### config.mk
export PLATFORM = sky130hd
export DESIGN_NAME = cirm_top
export DESIGN_NICKNAME = d
export VERILOG_FILES = /design/src/design/cirm_pkg.sv /design/src/design/cirm_top.sv /design/src/design/cirm_bus_sync.sv /design/src/design/cirm_accept.sv
export SDC_FILE = /design/constraint.sdc
export NUM_CORES = 2
export LEC_CHECK = 0
export ABC_CLOCK_PERIOD_IN_PS = 3050
export BUFFER_PORTS_ARGS = -buffer_cell sky130_fd_sc_hd__buf_2
export CELL_PAD_IN_SITES_DETAIL_PLACEMENT = 1
export CELL_PAD_IN_SITES_GLOBAL_PLACEMENT = 1
export CORE_ASPECT_RATIO = 0.8
export CORE_MARGIN = 4
export CORE_UTILIZATION = 45
export CTS_CLUSTER_DIAMETER = 30
export DETAILED_ROUTE_END_ITERATION = 8
export GPL_TIMING_DRIVEN = 0
export PLACE_DENSITY_LB_ADDON = 0.1
export SYNTH_ARGS = -nofsm -noshare
export SYNTH_HDL_FRONTEND = slang
export SYNTH_SLANG_ARGS = --single-unit
### constraint.sdc
create_clock -name pclk -period 3.05 [get_ports pclk]
set_input_delay 0.305 -clock pclk [delete_from_list [all_inputs] [get_ports pclk]]
set_output_delay 0.305 -clock pclk [all_outputs]
set_load 0.005 [all_outputs]
### src/design/cirm_pkg.sv
`default_nettype none
package cirm_pkg;
  localparam int          NUM_MB      = 4;
  localparam int          MB_IDX_W    = 2;
  localparam int          ID_W        = 29;
  // ------------------------------------------------------------
  // Global register byte offsets
  // ------------------------------------------------------------
  localparam logic [7:0]  A_MODE      = 8'h00;
  localparam logic [7:0]  A_IER       = 8'h04;
  localparam logic [7:0]  A_IDR       = 8'h08;
  localparam logic [7:0]  A_IMR       = 8'h0C;
  localparam logic [7:0]  A_STATUS    = 8'h10;
  localparam logic [7:0]  A_BITTIME   = 8'h14;
  localparam logic [7:0]  A_TIMER     = 8'h18;
  localparam logic [7:0]  A_TSTAMP    = 8'h1C;
  localparam logic [7:0]  A_ERRCNT    = 8'h20;
  // ------------------------------------------------------------
  // Mailbox window: base 0x40, stride 0x20, offsets inside it
  // ------------------------------------------------------------
  localparam logic [2:0]  MB_FIRST    = 3'h2;
  localparam logic [2:0]  MB_LAST     = 3'h5;
  localparam logic [4:0]  MB_MODE     = 5'h00;
  localparam logic [4:0]  MB_MASK     = 5'h04;
  localparam logic [4:0]  MB_ID       = 5'h08;
  localparam logic [4:0]  MB_STAT     = 5'h0C;
  localparam logic [4:0]  MB_DLO      = 5'h10;
  localparam logic [4:0]  MB_DHI      = 5'h14;
  localparam logic [4:0]  MB_CTRL     = 5'h18;
  // ------------------------------------------------------------
  // Field positions
  // ------------------------------------------------------------
  localparam int          MODE_EN_BIT  = 0;
  localparam int          MODE_ABM_BIT = 1;
  localparam int          MODE_LPM_BIT = 2;
  localparam int          ST_ERRA     = 16;
  localparam int          ST_WARN     = 17;
  localparam int          ST_ERRP     = 18;
  localparam int          ST_BOFF     = 19;
  localparam int          ST_SLEEP    = 20;
  localparam int          ST_WAKE     = 21;
  localparam int          ST_TOVF     = 22;
  localparam int          ST_TSTP     = 23;
  localparam int          MBM_OT_LSB  = 24;
  localparam int          MBM_PR_LSB  = 16;
  localparam int          MBS_READY   = 23;
  localparam int          MBS_LOST    = 24;
  localparam int          MBC_XFER    = 23;
  localparam logic [31:0] IRQ_BITS    = 32'h00FF000F;
  localparam logic [2:0]  OT_RX       = 3'h1;
  localparam logic [2:0]  OT_RXOW     = 3'h2;
  // ------------------------------------------------------------
  // Reset values and limits
  // ------------------------------------------------------------
  localparam logic [31:0] IMR_RST     = 32'h00000000;
  localparam logic [31:0] BITTIME_RST = 32'h00000009;
  localparam logic [8:0]  WARN_LIMIT  = 9'h060;
  localparam logic [8:0]  PASS_LIMIT  = 9'h080;
  localparam logic [8:0]  TEC_MAX     = 9'h1FF;
  localparam logic [8:0]  REC_MAX     = 9'h0FF;
  localparam logic [3:0]  RECESSIVE_RUN = 4'hB;

  typedef struct packed {
    logic [ID_W-1:0] id;
    logic [63:0]     data;
  } cirm_frame_type;

  typedef struct packed {
    logic tec_inc;
    logic tec_dec;
    logic rec_inc;
    logic rec_dec;
  } cirm_errev_type;

  typedef struct packed {
    logic [2:0]      otype;
    logic [3:0]      prio;
    logic [ID_W-1:0] mask;
    logic [ID_W-1:0] id;
    logic [31:0]     dlo;
    logic [31:0]     dhi;
    logic            ready;
    logic            lost;
  } cirm_mbox_type;

  typedef cirm_mbox_type [NUM_MB-1:0] cirm_mbox_arr_type;

  function automatic logic id_match(input logic [ID_W-1:0] a, input logic [ID_W-1:0] b,
                                    input logic [ID_W-1:0] m);
    return ((a ^ b) & m) == '0;
  endfunction
endpackage
`default_nettype wire

### src/design/cirm_top.sv
// Design decisions made here: the register offsets and the APB interface to the registers.
`default_nettype none
module cirm_top (
  input  wire logic                     pclk,
  input  wire logic                     presetn,
  input  wire logic                     psel,
  input  wire logic                     penable,
  input  wire logic                     pwrite,
  input  wire logic [7:0]               paddr,
  input  wire logic [31:0]              pwdata,
  output logic [31:0]                   prdata,
  output logic                          pready,
  output logic                          pslverr,
  input  wire logic                     can_rx,
  input  wire cirm_pkg::cirm_frame_type rx_frame,
  input  wire logic                     rx_valid,
  input  wire logic                     frame_edge,
  input  wire cirm_pkg::cirm_errev_type err_ev,
  input  wire logic                     tx_pending,
  output logic                          can_active,
  output logic                          proto_reset,
  output logic [31:0]                   bit_timing,
  output logic                          can_irq
);
  import cirm_pkg::*;

  typedef struct packed {
    logic              en;
    logic              autobaud_listen_bit;
    logic              lpm;
    logic [31:0]       imr;
    logic [31:0]       bittime;
    logic [15:0]       timer;
    logic [15:0]       tstamp;
    logic [8:0]        tec;
    logic [7:0]        rec;
    logic              sleep;
    logic              wake;
    logic              tovf;
    logic              tstp;
    logic              hunt;
    cirm_mbox_arr_type mb;
    logic [31:0]       prdata;
    logic              pready;
    logic              pslverr;
    logic              proto_rst;
  } cirm_state_type;

  cirm_state_type        q;
  cirm_state_type        n;
  logic                  acc_first;
  logic                  wr_cyc;
  logic                  rd_cyc;
  logic                  mb_hit;
  logic [2:0]            mb_off;
  logic [MB_IDX_W-1:0]   mb_idx;
  logic [4:0]            mb_sub;
  logic                  mapped;
  logic [31:0]           rdata;
  logic [31:0]           status;
  logic                  erra;
  logic                  errp;
  logic                  boff;
  logic                  warn;
  logic                  bit_tick;
  logic                  sync_pulse;
  logic                  rx_take;
  logic                  acc_hit;
  logic [MB_IDX_W-1:0]   acc_idx;
  logic [NUM_MB-1:0]     ready_vec;

  function automatic logic [8:0] sat_step(input logic [8:0] c, input logic [8:0] top,
                                          input logic inc, input logic dec);
    if (inc && c != top) begin
      return c + 9'h001;
    end else if (dec && !inc && c != 9'h000) begin
      return c - 9'h001;
    end
    return c;
  endfunction

  // ------------------------------------------------------------
  // Leaf blocks
  // ------------------------------------------------------------
  cirm_bus_sync u_sync (
    .pclk       (pclk),
    .presetn    (presetn),
    .can_rx     (can_rx),
    .bit_cycles (q.bittime[15:0]),
    .hunt       (q.hunt & q.en & !q.lpm),
    .bit_tick   (bit_tick),
    .synced     (sync_pulse)
  );

  assign rx_take = rx_valid & q.en & q.wake & !q.sleep;

  cirm_accept u_accept (
    .mbx    (q.mb),
    .rx_id  (rx_frame.id),
    .active (rx_take),
    .hit    (acc_hit),
    .idx    (acc_idx)
  );

  // ------------------------------------------------------------
  // Error state and status word
  // ------------------------------------------------------------
  always_comb begin
    errp   = (q.tec >= PASS_LIMIT) || ({1'b0, q.rec} >= PASS_LIMIT);
    boff   = q.tec[8];
    erra   = !errp;
    warn   = erra && ((q.tec > WARN_LIMIT) || ({1'b0, q.rec} > WARN_LIMIT));
    status = '0;
    for (int i = 0; i < NUM_MB; i++) begin
      ready_vec[i] = q.mb[i].ready;
    end
    status[NUM_MB-1:0] = ready_vec;
    status[ST_ERRA]    = erra;
    status[ST_WARN]    = warn;
    status[ST_ERRP]    = errp;
    status[ST_BOFF]    = boff;
    status[ST_SLEEP]   = q.sleep;
    status[ST_WAKE]    = q.wake;
    status[ST_TOVF]    = q.tovf;
    status[ST_TSTP]    = q.tstp;
  end

  // ------------------------------------------------------------
  // APB decode and read mux
  // ------------------------------------------------------------
  assign acc_first = psel & penable & !q.pready;
  assign wr_cyc    = acc_first & pwrite;
  assign rd_cyc    = acc_first & !pwrite;
  assign mb_off    = paddr[7:5] - MB_FIRST;
  assign mb_idx    = mb_off[MB_IDX_W-1:0];
  assign mb_sub    = paddr[4:0];
  assign mb_hit    = (paddr[7:5] >= MB_FIRST) && (paddr[7:5] <= MB_LAST) && (mb_sub <= MB_CTRL) &&
                     (paddr[1:0] == 2'h0);

  always_comb begin
    rdata  = '0;
    mapped = 1'b1;
    case (paddr)
      A_MODE: begin
        rdata[MODE_EN_BIT]  = q.en;
        rdata[MODE_ABM_BIT] = q.autobaud_listen_bit;
        rdata[MODE_LPM_BIT] = q.lpm;
      end
      A_IER, A_IDR: rdata = '0;
      A_IMR:        rdata = q.imr;
      A_STATUS:     rdata = status;
      A_BITTIME:    rdata = q.bittime;
      A_TIMER:      rdata = {16'h0000, q.timer};
      A_TSTAMP:     rdata = {16'h0000, q.tstamp};
      A_ERRCNT:     rdata = {7'h00, q.tec, 8'h00, q.rec};
      default: begin
        if (mb_hit) begin
          case (mb_sub)
            MB_MODE: begin
              rdata[MBM_OT_LSB +: 3] = q.mb[mb_idx].otype;
              rdata[MBM_PR_LSB +: 4] = q.mb[mb_idx].prio;
            end
            MB_MASK: rdata[ID_W-1:0] = q.mb[mb_idx].mask;
            MB_ID:   rdata[ID_W-1:0] = q.mb[mb_idx].id;
            MB_STAT: begin
              rdata[MBS_READY] = q.mb[mb_idx].ready;
              rdata[MBS_LOST]  = q.mb[mb_idx].lost;
            end
            MB_DLO:  rdata = q.mb[mb_idx].dlo;
            MB_DHI:  rdata = q.mb[mb_idx].dhi;
            default: rdata = '0;
          endcase
        end else begin
          mapped = 1'b0;
        end
      end
    endcase
  end

  // ------------------------------------------------------------
  // Next state
  // ------------------------------------------------------------
  always_comb begin
    n           = q;
    n.proto_rst = 1'b0;
    n.pready    = acc_first;
    if (acc_first) begin
      n.prdata  = rdata;
      n.pslverr = !mapped;
    end
    // Error counters stay frozen in autobaud and sleep
    if (q.en && !q.autobaud_listen_bit && !q.sleep) begin
      n.tec = sat_step(q.tec, TEC_MAX, err_ev.tec_inc, err_ev.tec_dec);
      n.rec = 8'(sat_step({1'b0, q.rec}, REC_MAX, err_ev.rec_inc, err_ev.rec_dec));
    end
    if (wr_cyc && mapped) begin
      case (paddr)
        A_MODE: begin
          n.en  = pwdata[MODE_EN_BIT];
          n.autobaud_listen_bit = pwdata[MODE_ABM_BIT];
          n.lpm = pwdata[MODE_LPM_BIT];
          if (pwdata[MODE_EN_BIT] && !q.en) begin
            n.tec       = '0;
            n.rec       = '0;
            n.proto_rst = 1'b1;
            n.hunt      = 1'b1;
            n.wake      = 1'b0;
            n.sleep     = 1'b0;
          end
          if (!pwdata[MODE_EN_BIT]) begin
            n.hunt  = 1'b0;
            n.wake  = 1'b0;
            n.sleep = 1'b0;
          end else if (q.en && q.lpm && !pwdata[MODE_LPM_BIT]) begin
            n.hunt = 1'b1;
          end
        end
        A_IER:     n.imr = q.imr | (pwdata & IRQ_BITS);
        A_IDR:     n.imr = q.imr & ~pwdata;
        A_BITTIME: n.bittime = pwdata;
        A_IMR, A_STATUS, A_TIMER, A_TSTAMP, A_ERRCNT: n.imr = q.imr;
        default: begin
          case (mb_sub)
            MB_MODE: begin
              n.mb[mb_idx].otype = pwdata[MBM_OT_LSB +: 3];
              n.mb[mb_idx].prio  = pwdata[MBM_PR_LSB +: 4];
              if (pwdata[MBM_OT_LSB +: 3] == OT_RX || pwdata[MBM_OT_LSB +: 3] == OT_RXOW) begin
                n.mb[mb_idx].ready = 1'b0;
                n.mb[mb_idx].lost  = 1'b0;
              end
            end
            MB_MASK: n.mb[mb_idx].mask = pwdata[ID_W-1:0];
            MB_ID:   n.mb[mb_idx].id   = pwdata[ID_W-1:0];
            MB_DLO:  n.mb[mb_idx].dlo  = pwdata;
            MB_DHI:  n.mb[mb_idx].dhi  = pwdata;
            MB_CTRL: begin
              if (pwdata[MBC_XFER]) begin
                n.mb[mb_idx].ready = 1'b0;
              end
            end
            default: n.mb[mb_idx].lost = q.mb[mb_idx].lost;
          endcase
        end
      endcase
    end
    // Read side effects; later hardware sets override them
    if (rd_cyc && mb_hit && mb_sub == MB_STAT) begin
      n.mb[mb_idx].lost = 1'b0;
    end
    if (rd_cyc && paddr == A_STATUS) begin
      n.tovf = 1'b0;
      n.tstp = 1'b0;
    end
    // Free-running timer on the bit-time enable
    if (q.en && bit_tick) begin
      n.timer = q.timer + 16'h0001;
      if (q.timer == 16'hFFFF) begin
        n.tovf = 1'b1;
      end
    end
    if (q.en && frame_edge) begin
      n.tstamp = q.timer;
      n.tstp   = 1'b1;
    end
    // Low-power entry once transmit side has drained
    if (q.en && q.lpm && !tx_pending && !q.sleep) begin
      n.sleep = 1'b1;
      n.wake  = 1'b0;
      n.hunt  = 1'b0;
    end
    if (sync_pulse && q.en && q.hunt) begin
      n.wake  = 1'b1;
      n.sleep = 1'b0;
      n.hunt  = 1'b0;
    end
    // Frame delivery to mailboxes
    if (acc_hit) begin
      n.mb[acc_idx].dlo   = rx_frame.data[31:0];
      n.mb[acc_idx].dhi   = rx_frame.data[63:32];
      n.mb[acc_idx].ready = 1'b1;
      if (q.mb[acc_idx].ready) begin
        n.mb[acc_idx].lost = 1'b1;
      end
    end else if (rx_take) begin
      for (int i = 0; i < NUM_MB; i++) begin
        if (q.mb[i].otype == OT_RX && q.mb[i].ready && id_match(rx_frame.id, q.mb[i].id, q.mb[i].mask)) begin
          n.mb[i].lost = 1'b1;
        end
      end
    end
  end

  always_ff @(posedge pclk or negedge presetn) begin
    if (!presetn) begin
      q         <= '0;
      q.imr     <= IMR_RST;
      q.bittime <= BITTIME_RST;
    end else begin
      q <= n;
    end
  end

  // ------------------------------------------------------------
  // Outputs
  // ------------------------------------------------------------
  assign prdata      = q.prdata;
  assign pready      = q.pready;
  assign pslverr     = q.pslverr & q.pready;
  assign can_active  = q.en & q.wake & !q.sleep;
  assign proto_reset = q.proto_rst;
  assign bit_timing  = q.bittime;
  assign can_irq     = |(status & q.imr & IRQ_BITS);
endmodule
`default_nettype wire

### src/design/cirm_bus_sync.sv
`default_nettype none
module cirm_bus_sync (
  input  wire logic        pclk,
  input  wire logic        presetn,
  input  wire logic        can_rx,
  input  wire logic [15:0] bit_cycles,
  input  wire logic        hunt,
  output logic             bit_tick,
  output logic             synced
);
  import cirm_pkg::*;

  typedef struct packed {
    logic        s1;
    logic        s2;
    logic [15:0] div;
    logic [3:0]  run;
    logic        tick;
    logic        synced;
  } cirm_sync_state_type;

  cirm_sync_state_type q;
  cirm_sync_state_type n;

  // ------------------------------------------------------------
  // Bit-time divider and recessive run counter
  // ------------------------------------------------------------
  always_comb begin
    n        = q;
    n.s1     = can_rx;
    n.s2     = q.s1;
    n.tick   = 1'b0;
    n.synced = 1'b0;
    if (q.div == 16'h0000) begin
      n.div  = bit_cycles;
      n.tick = 1'b1;
    end else begin
      n.div = q.div - 16'h0001;
    end
    if (!hunt) begin
      n.run = 4'h0;
    end else if (q.tick) begin
      if (!q.s2) begin
        n.run = 4'h0;
      end else if (q.run == RECESSIVE_RUN - 4'h1) begin
        n.run    = 4'h0;
        n.synced = 1'b1;
      end else begin
        n.run = q.run + 4'h1;
      end
    end
  end

  always_ff @(posedge pclk or negedge presetn) begin
    if (!presetn) begin
      q <= '0;
    end else begin
      q <= n;
    end
  end

  assign bit_tick = q.tick;
  assign synced   = q.synced;
endmodule
`default_nettype wire

### src/design/cirm_accept.sv
`default_nettype none
module cirm_accept (
  input  wire cirm_pkg::cirm_mbox_arr_type  mbx,
  input  wire logic [cirm_pkg::ID_W-1:0]    rx_id,
  input  wire logic                         active,
  output logic                              hit,
  output logic [cirm_pkg::MB_IDX_W-1:0]     idx
);
  import cirm_pkg::*;

  // ------------------------------------------------------------
  // Lowest-numbered eligible mailbox wins; priority ignored
  // ------------------------------------------------------------
  always_comb begin
    hit = 1'b0;
    idx = '0;
    for (int i = NUM_MB - 1; i >= 0; i--) begin
      if (active && id_match(rx_id, mbx[i].id, mbx[i].mask) &&
          (mbx[i].otype == OT_RXOW || (mbx[i].otype == OT_RX && !mbx[i].ready))) begin
        hit = 1'b1;
        idx = MB_IDX_W'(i);
      end
    end
  end
endmodule
`default_nettype wire

==> key figures <==
Run status
  – Failing checks: setup timing
  – Status: finished, violations left

CTS
  – CTS Buf Count: 159
  – Clk_lat worst skew: between 700 and 800 ps
  – Clk pin slew, worst setup/hold paths: ~50 ps
  – CTS tree: done
  – Clk buf depth: 3
  – CTS sink cnt: a little over 700
  – Root Driver: clkbuf_16
  – Clock H-tree levels: 4

STA
  – RSZ-0062 raised after global routing: yes
  – Final Hold Slack: approximately 37 ps
  – Final period util: 1.04
  – Worst-margin pin slew: approximately 1200 ps
  – Fin. Hold Viols: 0
  – Fin crit period: ~3200 ps
  – # setup viols final: 60
  – Final setup margin: -130 ps
  – Slew Viols, Final: 0
  – Clock skew: around 32 ps
  – Max Fclk: 314 MHz
  – Worst relative slew slack: 0.210

Layout
  – Most frequent cells in the layout: 691 x dfrtp_1, 281 x mux2_2, 253 x buf_2, 243 x a22o_1, 235 x nor2_1
  – Register area: ~0.018 mm^2
  – Fin util: 0.577
  – Final #Nets: about 3800
  – Footprint of the multi-input gates: between 0.015 and 0.02 mm^2
  – Most common cell after layout, fill and taps aside: dfrtp_1
  – Share of cells above drive strength 1: 0.322
  – # fillers: about 8300
  – Layout area overhead: 27.0%

Logic synthesis
  – Post-Syn Nets: around 3300
  – YS warnings: 0
  – Synth Area in Simple Gates: 0.0672
  – Post-synthesis adder-cell area fraction: 0.00675
  – Top cells by area, synth: dfrtp_1 47%, mux2_2 8.4%, mux4_2 7.8%
  – Largest family of logic cells by synthesized area: multiplexers
  – Sequential share of the synthesized area: 0.471
  – Syn Inst Count: ~3200
  – Cell Area, Synth: 0.0374 mm^2
  – EDFF count, synth: 0
  – #FFs+latches synth: ~700
  – Yosys top cell area share: 0.469
  – Mux contribution to synthesized area: 0.223
  – XOR/XNOR Fraction of Synth Area: 0.0356
  – Mean Syn Cell Area: 11.8 um^2
  – Post-synthesis compound-gate area fraction: 0.150
  – Async SR Flop Fraction: 1.00
  – Yosys top cell by area: dfrtp_1
  – Synth cell types: 75
  – Top_reg_cell synth: dfrtp_1

Setup path
  – CP max stage cell: xor2_1
  – CP dominant cell by count: buf_4
  – Reg2reg end: q[430]
  – Setup crit end kind: flop
  – CP startpoint kind: flop
  – Critical Path, Cell by Cell: xor2_1 -> a22oi_1 -> nand4_1 -> nor4_4 -> buf_6 -> a222oi_1 -> nand3_2 -> buf_12 -> buf_4 -> buf_4 -> mux2_2
  – Worst Path Required: approximately 3700 ps
  – R2R cell count: 11
  – CP max FO: 6
  – Worst path max stage delay: between 400 and 500 ps
  – Reg2Reg Setup Slack: -130 ps
  – Arrival time worst endpoint: ~3800 ps
  – Kind of critical path: reg -> reg

Place
  – HPWL Detailed: roughly 130000 um
  – RD Place Congestion: about 1.1
  – Port-buffer cells: between 150 and 200

Power
  – Leak pwr: 22.1 nW
  – Worst ir drop on vdd: 0.475 mV
  – Pwr dens: approximately 640 mW/mm^2

Route
  – Routed vias/inst: between 6 and 7
  – DR iter-0 viols: roughly 4000
  – Post-DRT Antenna Nets: 0
  – DRT Wirelength: between 150000 and 200000 um
  – TritonRoute pass-1 iters: 8
  – Via count: ~32000
  – # DRC: 0
  – DR WL/cell: ~36 um

GRT
  – Number of global-route vias before repair: ~33000
  – Total congestion overflow: 0
  – Largest net degree at the start of global routing: between 100 and 150
  – First-pass GRT wire length: 250000 um
  – Initial antenna violation count: 7
  – Total GRT Usage: 0.399

Floorplanning
  – Full die area: approximately 0.09 mm^2
  – Row count: between 90 and 100
  – Die width: 330 um
  – Initial Util: 0.454
  – Core area: about 0.08 mm^2
  – Io pins: 215
  – DIE HEIGHT: between 200 and 300 um

Run
  – Max-cap violations: 0

Min path
  – Hold Crit Class: in -> async
[area by class of cell]
| type | count | share of cell area |
|---|---|---|
| Buffer | 328 | 0.0386 |
| Inverter | 23 | 0.00184 |
| Antenna cell | 5 | 0.000263 |
| Timing Repair Buffer | 304 | 0.0451 |
| Clock buffer | 202 | 0.0928 |
| Tap cell | 1104 | 0.0291 |
| Multi-Input combinational cell | 2111 | 0.394 |
| Sequential cell | 704 | 0.371 |
| Clock inverter | 93 | 0.0272 |
[metal layers]
| layer | part of all wire | vias to the layer above | global-route usage |
|---|---|---|---|
| li1 | - | 12800 | - |
| met1 | 0.41 | 17200 | 0.548 |
| met4 | 0.041 | 6 | 0.149 |
| met3 | 0.098 | 374 | 0.105 |
| met2 | 0.45 | 1878 | 0.613 |
| met5 | 0.00020 | - | 0 |
[cells in the mapped netlist, types with 3 or more instances]
cell / n
a21boi_0: 22
a21o_1: 4
a21oi_1: 194
a221oi_1: 17
a222oi_1: 17
a22o_1: 243
a22oi_1: 140
a31oi_1: 9
a41oi_1: 18
and2_1: 4
and3_1: 4
buf_1: 10
buf_2: 72
buf_4: 76
buf_6: 8
clkbuf_1: 165
dfrtp_1: 702
ha_1: 17
inv_1: 22
mux2_1: 80
mux2_2: 280
mux2i_1: 135
mux4_2: 130
nand2_1: 101
nand2b_1: 16
nand3_1: 32
nand3b_1: 4
nand4_1: 42
nand4b_1: 4
nor2_1: 241
nor2b_1: 13
nor3_1: 20
nor3_2: 3
nor4_1: 13
o211ai_1: 6
o21a_1: 6
o21ai_0: 77
o31ai_1: 7
o41ai_1: 3
or2_2: 4
or3_1: 10
or4_1: 7
xnor2_1: 28
xor2_1: 124
[worst max-delay path, delay by kind of cell (launching register included)]
kind,cells,cell delay (ps)
AO/OA/AOI/OAI,2,640
XOR/XNOR,1,490
AND/OR/NAND/NOR,3,530
multiplexers,1,270
flip-flops,1,400
buffers and inverters,4,700
[logic make-up (layout without fill, tap and decap cells)]
family | Yosys count | in the layout
AO/OA/AOI/OAI | 782 | 782
XOR/XNOR | 152 | 152
adder cells (fa/ha/maj) | 19 | 19
buffers and inverters | 354 | 950
flip-flops | 704 | 704
multiplexers | 625 | 625
other | 0 | 5
AND/OR/NAND/NOR | 533 | 533
[where the power goes]
| group | leakage, nW | switching, mW | internal (mW) |
|---|---|---|---|
| Sequential | 9.69 | 0.251 | 9.63 |
| Combinational | 9.63 | 1.36 | 0.753 |
| Clock | 2.80 | 6.08 | 12.2 |
| Total | 22.1 | 7.69 | 22.6 |
[metrics by stage]
stage	std cells	cell area, um^2	setup slack (ps)	setup TNS (ps)	total power, mW
finish	4874	47500	-130	-1840	30.3
global route	4869	47500	-68.0	-237	31.0
CTS	4862	47100	-5.37	-20.0	30.2
detailed placement	4469	39900	-1650	-441700	11.9
global placement	4463	39800	-13290	-9673650	11.8
floorplan	3169	37400	222	0	10.9
[timing repair]
| item | in CTS | in global routing |
|---|---|---|
| hold buffers | 75 | 0 |
| cloned | 1 | 0 |
| endpoints found under the hold margin | 490 | 0 |
| gates resized for setup | 131 | 95 |
| setup endpoints to repair | 524 | 300 |
| pin swaps | 13 | 18 |
| setup buffers | 23 | 9 |
[how the worst max path moves through the flow]
stage / startpoint / end / slack, ps
floorplan: boff / boff / 220
global placement: presetn / q[341] / -13290
detailed placement: q[563] / q[480] / -1650
CTS: q[563] / q[446] / -5
global route: flop / q[430] / -70
finish: flop / q[430] / -130
No activity file was read; power rests on OpenSTA's default activity.
